**src/nsx_pkg.sv**
```systemverilog
// package: opcodes, widths, operand codes and reset values for the nibble/xor datapath
package nsx_pkg;
  localparam int DATA_W = 8;
  localparam int ADDR_W = 7;
  localparam logic [2:0] DIR_SEL_A = 3'h5;
  localparam logic [2:0] DIR_SEL_B = 3'h6;
  localparam logic [2:0] DIR_SEL_C = 3'h7;
  localparam logic [7:0] ACC_RESET = 8'h00;
  localparam logic [7:0] DIR_RESET = 8'hFF;
  localparam logic       ZERO_RESET = 1'h0;
  localparam logic       DEST_ACC = 1'h0;
  localparam logic       DEST_FILE = 1'h1;
  localparam logic [7:0] ZERO_RESULT = 8'h00;
  localparam logic [6:0] WADDR_RESET = 7'h00;
  localparam logic [7:0] WDATA_RESET = 8'h00;
  localparam logic       WEN_RESET = 1'h0;
  localparam logic       BAD_RESET = 1'h0;
  localparam logic [3:0] DIR_SEL_HIGH = 4'h0;
  typedef enum logic [2:0] {
    NSX_OP_NONE,
    NSX_OP_NIBBLE_SWAP,
    NSX_OP_XOR_LITERAL,
    NSX_OP_XOR_FILE,
    NSX_OP_DIRECTION_LOAD
  } nsx_op_type;
endpackage

```
**src/nsx_datapath.sv**
```systemverilog
// datapath for nibble swap, xor literal/file and direction-register load
`timescale 1ns/10ps
module nsx_datapath (
  input  wire logic                core_clk,
  input  wire logic                rst,
  input  wire logic                instrValid,
  input  wire nsx_pkg::nsx_op_type opCode,
  input  wire logic [6:0]          fileAddr,
  input  wire logic                destBit,
  input  wire logic [7:0]          literal,
  input  wire logic [7:0]          fileReadData,
  output logic [7:0]               accumulator,
  output logic                     zeroFlag,
  output logic                     fileWriteEn,
  output logic [6:0]               fileWriteAddr,
  output logic [7:0]               fileWriteData,
  output logic [7:0]               port_a_direction,
  output logic [7:0]               port_b_direction,
  output logic [7:0]               port_c_direction,
  output logic                     badOperand
);
  logic [7:0] result;
  logic [7:0] swapResult;
  logic [7:0] xorOperand;
  logic [7:0] next_accumulator;
  logic       next_zeroFlag;
  logic       next_fileWriteEn;
  logic       next_badOperand;
  logic       isSwap;
  logic       isXorLit;
  logic       isXorFile;
  logic       isDir;
  logic       isXor;
  logic       isFileForm;
  logic       writesAcc;
  logic       operandHighClear;
  logic       selPortA;
  logic       selPortB;
  logic       selPortC;
  logic       operandOk;

  // decode of the one-cycle instruction strobe
  assign isSwap    = instrValid && opCode == nsx_pkg::NSX_OP_NIBBLE_SWAP;
  assign isXorLit  = instrValid && opCode == nsx_pkg::NSX_OP_XOR_LITERAL;
  assign isXorFile = instrValid && opCode == nsx_pkg::NSX_OP_XOR_FILE;
  assign isDir     = instrValid && opCode == nsx_pkg::NSX_OP_DIRECTION_LOAD;

  // grouped decodes shared by the flag and write-back logic
  assign isXor      = isXorLit || isXorFile;
  assign isFileForm = isSwap || isXorFile;

  // nibble exchange of the addressed file register
  assign swapResult = {fileReadData[3:0], fileReadData[7:4]};

  // second xor operand: the immediate for the literal form, else the file
  assign xorOperand = isXorLit ? literal : fileReadData;

  // result mux; all single-cycle, no pipelining
  always_comb
  begin
    result = fileReadData;
    if (isSwap)
      result = swapResult;
    else if (isXor)
      result = accumulator ^ xorOperand;
  end

  // literal always targets the accumulator; file forms follow the d bit
  assign writesAcc = isXorLit ||
                     (isFileForm &&
                      destBit == nsx_pkg::DEST_ACC);

  // next accumulator; holds unless an instruction routes its result here
  always_comb
  begin
    next_accumulator = accumulator;
    if (writesAcc)
      next_accumulator = result;
  end

  // next zero flag; swap and direction load must leave it untouched
  always_comb
  begin
    next_zeroFlag = zeroFlag;
    if (isXor)
      next_zeroFlag = (result == nsx_pkg::ZERO_RESULT);
  end

  // write-back only for file forms whose d bit points at the file
  assign next_fileWriteEn = isFileForm &&
                            destBit == nsx_pkg::DEST_FILE;

  // accumulator register
  always_ff @(posedge core_clk or posedge rst)
  begin
    if (rst)
      accumulator <= nsx_pkg::ACC_RESET;
    else
      accumulator <= next_accumulator;
  end

  // zero flag register
  always_ff @(posedge core_clk or posedge rst)
  begin
    if (rst)
      zeroFlag <= nsx_pkg::ZERO_RESET;
    else
      zeroFlag <= next_zeroFlag;
  end

  // write strobe stands one cycle, so the bank sees one write per op
  always_ff @(posedge core_clk or posedge rst)
  begin
    if (rst)
      fileWriteEn <= nsx_pkg::WEN_RESET;
    else
      fileWriteEn <= next_fileWriteEn;
  end

  // write address holds until the next file form, easing bank timing
  always_ff @(posedge core_clk or posedge rst)
  begin
    if (rst)
      fileWriteAddr <= nsx_pkg::WADDR_RESET;
    else if (isFileForm)
      fileWriteAddr <= fileAddr;
  end

  // write data from a flip-flop, never straight from the mux
  always_ff @(posedge core_clk or posedge rst)
  begin
    if (rst)
      fileWriteData <= nsx_pkg::WDATA_RESET;
    else if (isFileForm)
      fileWriteData <= result;
  end

  // direction operand decode; the full seven bits must match, so
  // aliases such as 13 or 15 are refused rather than wrapped
  assign operandHighClear = fileAddr[6:3] == nsx_pkg::DIR_SEL_HIGH;
  assign selPortA = isDir && operandHighClear &&
                    fileAddr[2:0] == nsx_pkg::DIR_SEL_A;
  assign selPortB = isDir && operandHighClear &&
                    fileAddr[2:0] == nsx_pkg::DIR_SEL_B;
  assign selPortC = isDir && operandHighClear &&
                    fileAddr[2:0] == nsx_pkg::DIR_SEL_C;
  assign operandOk = selPortA || selPortB || selPortC;

  // port A direction register
  nsx_dir_reg dirRegA (
    .core_clk (core_clk),
    .rst      (rst),
    .load     (selPortA),
    .loadData (accumulator),
    .dirValue (port_a_direction)
  );

  // port B direction register
  nsx_dir_reg dirRegB (
    .core_clk (core_clk),
    .rst      (rst),
    .load     (selPortB),
    .loadData (accumulator),
    .dirValue (port_b_direction)
  );

  // port C direction register
  nsx_dir_reg dirRegC (
    .core_clk (core_clk),
    .rst      (rst),
    .load     (selPortC),
    .loadData (accumulator),
    .dirValue (port_c_direction)
  );

  // refused operand: no register moves, a one-cycle pulse reports it
  assign next_badOperand = isDir && !operandOk;

  // refusal pulse register
  always_ff @(posedge core_clk or posedge rst)
  begin
    if (rst)
      badOperand <= nsx_pkg::BAD_RESET;
    else
      badOperand <= next_badOperand;
  end
endmodule

// one port direction register, loaded from the accumulator when selected
module nsx_dir_reg (
  input  wire logic       core_clk,
  input  wire logic       rst,
  input  wire logic       load,
  input  wire logic [7:0] loadData,
  output logic [7:0]      dirValue
);
  // all-input after reset, so no pin drives before software decides
  always_ff @(posedge core_clk or posedge rst)
  begin
    if (rst)
      dirValue <= nsx_pkg::DIR_RESET;
    else if (load)
      dirValue <= loadData;
  end
endmodule

```
**config.mk**
```make
export PLATFORM = sky130hd
export DESIGN_NAME = nsx_datapath
export DESIGN_NICKNAME = d
export VERILOG_FILES = /design/src/nsx_pkg.sv /design/src/nsx_datapath.sv
export SDC_FILE = /design/constraint.sdc
export NUM_CORES = 1
export LEC_CHECK = 0
export BUFFER_PORTS_ARGS = -buffer_cell sky130_fd_sc_hd__buf_4
export CAP_MARGIN = 20
export CELL_PAD_IN_SITES_DETAIL_PLACEMENT = 0
export CELL_PAD_IN_SITES_GLOBAL_PLACEMENT = 2
export CORE_AREA = 2 2 128 68
export DETAILED_ROUTE_END_ITERATION = 7
export DIE_AREA = 0 0 130 70
export PLACE_DENSITY_LB_ADDON = 0.1
export SLEW_MARGIN = 20
export SYNTH_ARGS = -nofsm -noshare
export SYNTH_HDL_FRONTEND = slang
export SYNTH_HIERARCHICAL = 1
export SYNTH_SLANG_ARGS = --single-unit
```
**constraint.sdc**
```tcl
create_clock -name core_clk -period 1.4 [get_ports core_clk]
set_input_delay 0.21 -clock core_clk [delete_from_list [all_inputs] [get_ports core_clk]]
set_output_delay 0.21 -clock core_clk [all_outputs]
set_load 0.1 [all_outputs]
```
# == Yosys cells after proc, flatten, opt, wreduce, memory -nomap -nowiden ==
# Index checks and enable logic that the tools add are counted.
# totals
register_bits,50
wordCells,40
# op_classes
eq_ne,7
muxes,3
bitwise,2
reduce_logical,19
# ops
op,count
2-to-1 mux 8 bit,3
"equality test 3 bit, second input constant",4
logical AND 1 bit,11
zero test 8 bit,1
bitwise XOR 8 bit,1
"equality test 3 x 2 -> 1 bit, second input constant",2
logical OR 1 bit,5
zero test 4 bit,1
"equality test 3 x 1 -> 1 bit, second input constant",1
zero test 1 bit,1
inverter 1 bit,1

# == Depth between registers and ports, before layout ==
# depth
ltp_word,8
depth_mapped,8
depth_no_buf,6

# == Modules after synthesis ==
# The synthesis kept the hierarchy.
# by_module_without_submodules
mod,n_inst,cells_each,area_each_um2
nsx_datapath,1,149,1463.9
nsx_dir_reg,3,18,345.3

# == Least setup slack after synthesis ==
# OpenSTA, ideal clock, no wires.
# synth_path
path_kind,register to register
start,register accumulator[4]
end,register accumulator[4]
arrival_ns,1.693
path_slack_ns,-0.420
path_stages_with_launch,5
synth_period_minus_slack_ns,1.820
path_cell_list,dfrtp_1 xnor2_1 a22oi_1 o21ai_0 mux2_2
# synth_between
elab_chain_cells,3
# synth_rtl
item,line_no,text
"start, declared",nsx_datapath.sv:12,"output logic [7:0] accumulator,"
"start signal, assigned",nsx_datapath.sv:97,accumulator <= nsx_pkg::ACC_RESET;
"start signal, assigned",nsx_datapath.sv:99,accumulator <= next_accumulator;
bitwise XOR 8 bit,nsx_datapath.sv:65,result = accumulator ^ xorOperand;
2-to-1 mux 8 bit,nsx_datapath.sv:64,else if (isXor)
2-to-1 mux 8 bit,nsx_datapath.sv:62,if (isSwap)
# Every way passes these cells.
# A chain may end at the register's enable or synchronous reset.

# == Final worst setup path ==
# layout_path
start,input fileAddr[4]
end,register dirRegB.dirValue[7]
# layout_between
elab_chain_cells,3
# layout_rtl
item,line_no,text
"start, declared",nsx_datapath.sv:8,"input wire logic [6:0] fileAddr,"
zero test 4 bit,nsx_datapath.sv:140,assign operandHighClear = fileAddr[6:3] == nsx_pkg::DIR_SEL_HIGH;
logical AND 1 bit (2 in a row),nsx_datapath.sv:143,assign selPortB = isDir && operandHighClear &&
via selPortB,nsx_datapath.sv:38,logic selPortB;
"end signal, assigned",nsx_datapath.sv:201,dirValue <= nsx_pkg::DIR_RESET;
"end signal, assigned",nsx_datapath.sv:203,dirValue <= loadData;
"end, declared",nsx_datapath.sv:195,output logic [7:0] dirValue
# The timed path passes the listed nets, and every way through them passes these cells.

==> metrics.md <==
| Metric | Value |
|---|---|
| Worst-Skew Late Latency | ~0.3 ns |
| DR iter-0 viols | 76 |
| Critical Path Source Type | input pin |
| Status | finished, violations left |
| Clk sink count | 50 |
| EDFF count, synth | 0 |
| Fmax achieved | 0.698 GHz |
| Layout filler cell count | approximately 800 |
| Reg2reg end | zeroFlag |
| Post-DP Area | 0.00353 mm² |
| Port Buffers | 79 |
| Residual DRC | 0 |
| Placed cell count | 430 |
| Total wire length | 7160 µm |
| Die width | between 100 and 150 µm |
| Layout Cells excl Fill | 440 |
| R2R depth | 4 |
| DR vias | between 1.5k and 2k |
| Actual slew at the worst max-slew pin | ~0.40 ns |
| DPL Wire Length | 5490 µm |
| Adder-Cell Fraction of Synth Area | 0% |
| Leak Pwr | around 1.7 nW |
| R2R Path Start | accumulator[5] |
| Row count | 24 |
| Max_cap viols | 0 |
| CTS buffer count | 5 |
| Die area | between 0.009 and 0.01 mm² |
| CTS tree | yes |
| Clock slew at reported path FFs | 0.07 ns |
| Fraction of registers with async set/reset | 100% |
| Total power draw | approximately 5.1 mW |
| Hold path cells | 2 |
| Synth Flop Type | dfrtp_1 |
| Crit Path Class | in2reg |
| Warnings, synthesis | 6 |
| RSZ-0062 raised after global routing | true |
| TNS Setup | -0.350 ns |
| Finish-stage setup viols | 18 |
| Largest family of logic cells by synthesized area | multiplexers |
| Post-DRT Antenna Nets | 0 |
| Synth Register Bits | 50 |
| Global-route wire length before repair | between 10000 and 15000 µm |
| Fin crit share | 102% |
| GRT Total Usage | between 10% and 20% |
| Avg Inst Size Synth | 12.3 µm² |
| TritonRoute pass-1 iters | 4 |
| Vias/cell | about 4.4 |
| Min Tclk post-route | between 1 and 1.5 ns |
| Post-Synth XOR/XNOR Area | 2.80% |
| Root Buffer | clkbuf_16 |
| Final-report max-slew violation count | 0 |
| Routability cong. | approximately 0.74 |
| Count leader, synth | dfrtp_1 |
| Flop pwr share | 34.1% |
| Sequential share of the synthesized area | between 50% and 60% |
| Endpoint, Worst Hold | fileWriteAddr[4] |
| Synth-to-Final Area Change | 50.8% |
| Switch Pwr | 2.21 mW |
| Number of global-route vias before repair | between 1.5k and 2k |
| Worst path required time | between 1.5 and 2 ns |
| Peak supply drop | slightly below 700 µV |
| Register-to-register setup slack | 0.06 ns |
| Final #Nets | between 300 and 400 |
| Synth cell count leaders | dfrtp_1 (26), dfstp_2 (24), mux2_4 (24), nand2_1 (16), o21ai_0 (14) |
| Comb pwr share | 41.2% |
| Skew final | between 0.007 and 0.008 ns |
| Dpl ws | -0.510 ns |
| Post-synthesis net count | 233 |
| H-tree Lvls | 2 |
| Die height | ~70 µm |
| Synth cell types | 34 |
| Synth Area in Compound Gates | between 8 and 9% |
| Synth area leader | dfrtp_1 |
| Clock tree buffer depth | 2 |
| Pin count of the biggest net entering global routing | 21 |
| Largest fanout on the critical path | 8 |
| Clk pwr share | between 20% and 30% |
| Core ar. | about 0.0082 mm² |
| Top post-synthesis cells by area | dfrtp_1 (26%), dfstp_2 (25%), mux2_4 (14%), mux2_2 (5.0%), mux2i_1 (3.6%) |
| Synth Area in Simple Gates | 9.66% |
| Mux contribution to synthesized area | between 20 and 25% |
| Critical Path AT | roughly 1.7 ns |
| Ant diodes | 0 |
| Worst hold slack | ~0.15 ns |
| Power Density | roughly 1300 mW/mm² |
| Grt ovf | 0 |
| Pint | between 2 and 3 mW |
| Synth top area share | around a quarter |
| Initial Util | a little under a third |
| Final WS setup | -0.0319 ns |
| Violated checks | setup timing |
| Worst hold start | fileAddr[4] |
| Final Hold Viols | 0 |
| HP Class | in2reg |
| Mapped Cells | approximately 200 |
| Share of post-route cells with drive strength above 1 | between 60 and 70% |
| Antenna violations before repair | 0 |
| Core Util, Final | roughly 46% |
| Sw Share | a little over two fifths |
| Slew headroom | around three quarters |
| Mapped Area | 0.00250 mm² |
| Io pins | 80 |
| Average routed wire per standard cell | 16.3 µm |
| CP Capture Type | register |
| Fin area | between 0.003 and 0.004 mm² |
## worst max path at each step
stage / from / endpoint / slack [ns] / cells after the start
after floorplan: fileAddr[4] / dirRegA/dirValue[0] / -0.05 / 7
after global placement: fileAddr[4] / dirRegA/dirValue[6] / -0.50 / 8
after detailed placement: fileAddr[4] / dirRegA/dirValue[6] / -0.51 / 8
after CTS: fileAddr[5] / dirRegA/dirValue[4] / -0.06 / 8
after global routing: fileAddr[4] / dirRegB/dirValue[4] / -0.11 / 7
final: fileAddr[4] / dirRegB/dirValue[7] / -0.03 / 7
## routing by layer
| metal | track usage [%] | vias to the layer above | part of all wire (%) |
|---|---|---|---|
| met5 | 0 | - | 0 |
| met1 | 27.2 | 958 | 56 |
| met2 | 21.2 | 39 | 40 |
| li1 | - | 956 | - |
| met4 | 3.23 | 0 | 0.36 |
| met3 | 4.21 | 4 | 4.1 |
## worst max-delay path: stages
cell     delay (ns)
buf_8          0.10
nor4_4         0.27
and2_4         0.19
and4_4         0.22
and3b_2        0.21
buf_12         0.15
mux2_4         0.30
## sequential cells by signal (all words and copies together) (netlist names)
register          count
dirRegA/dirValue      8
fileWriteAddr         7
dirRegC/dirValue      8
dirRegB/dirValue      8
zeroFlag              1
accumulator           8
fileWriteEn           1
badOperand            1
fileWriteData         8
## final cells by class
class,instances,area (µm²),area share [%]
tap,117,146,3.88
clock inverter,3,22.5,0.597
multi-input combinational,135,1160,30.7
inverter,5,18.8,0.498
clock buffer,5,125,3.32
timing repair buffer,125,1000,26.5
sequential,50,1300,34.5
## timing repair
item                       CTS  global route
pin swaps                    4             4
gates cloned                 0             0
gates resized for setup     10             8
setup endpoints to repair   25            28
hold endpoints to repair    19             0
buffers inserted             1             0
hold buffers                 1             0
## cell usage in the layout (no fill, tap or decap), types with 6 or more instances in the layout
master and count:
a21oi_1 8, buf_4 115, dfrtp_1 18, dfstp_2 24
mux2_2 11, mux2_4 24, mux2i_1 9, nand2_1 16
nand3_1 6, nor2_1 7, o21ai_0 13, xnor2_1 6
## cells by family (layout without fill, tap and decap cells)
kind of cell           Yosys count  in the layout
AO/OA/AOI/OAI                   35             35
XOR/XNOR                         8              8
buffers and inverters           18            138
flip-flops                      50             50
multiplexers                    44             44
AND/OR/NAND/NOR                 48             48
## power by group through the flow
stage / clock [mW] / combinational (mW) / sequential, mW
after floorplan: 0 / 0.357 / 2.86
after global placement: 0 / 2.08 / 1.76
after detailed placement: 0 / 2.07 / 1.76
after CTS: 1.29 / 2.09 / 1.73
after global routing: 1.36 / 2.19 / 1.75
final: 1.25 / 2.10 / 1.73
(Power assumes the default switching activity.)
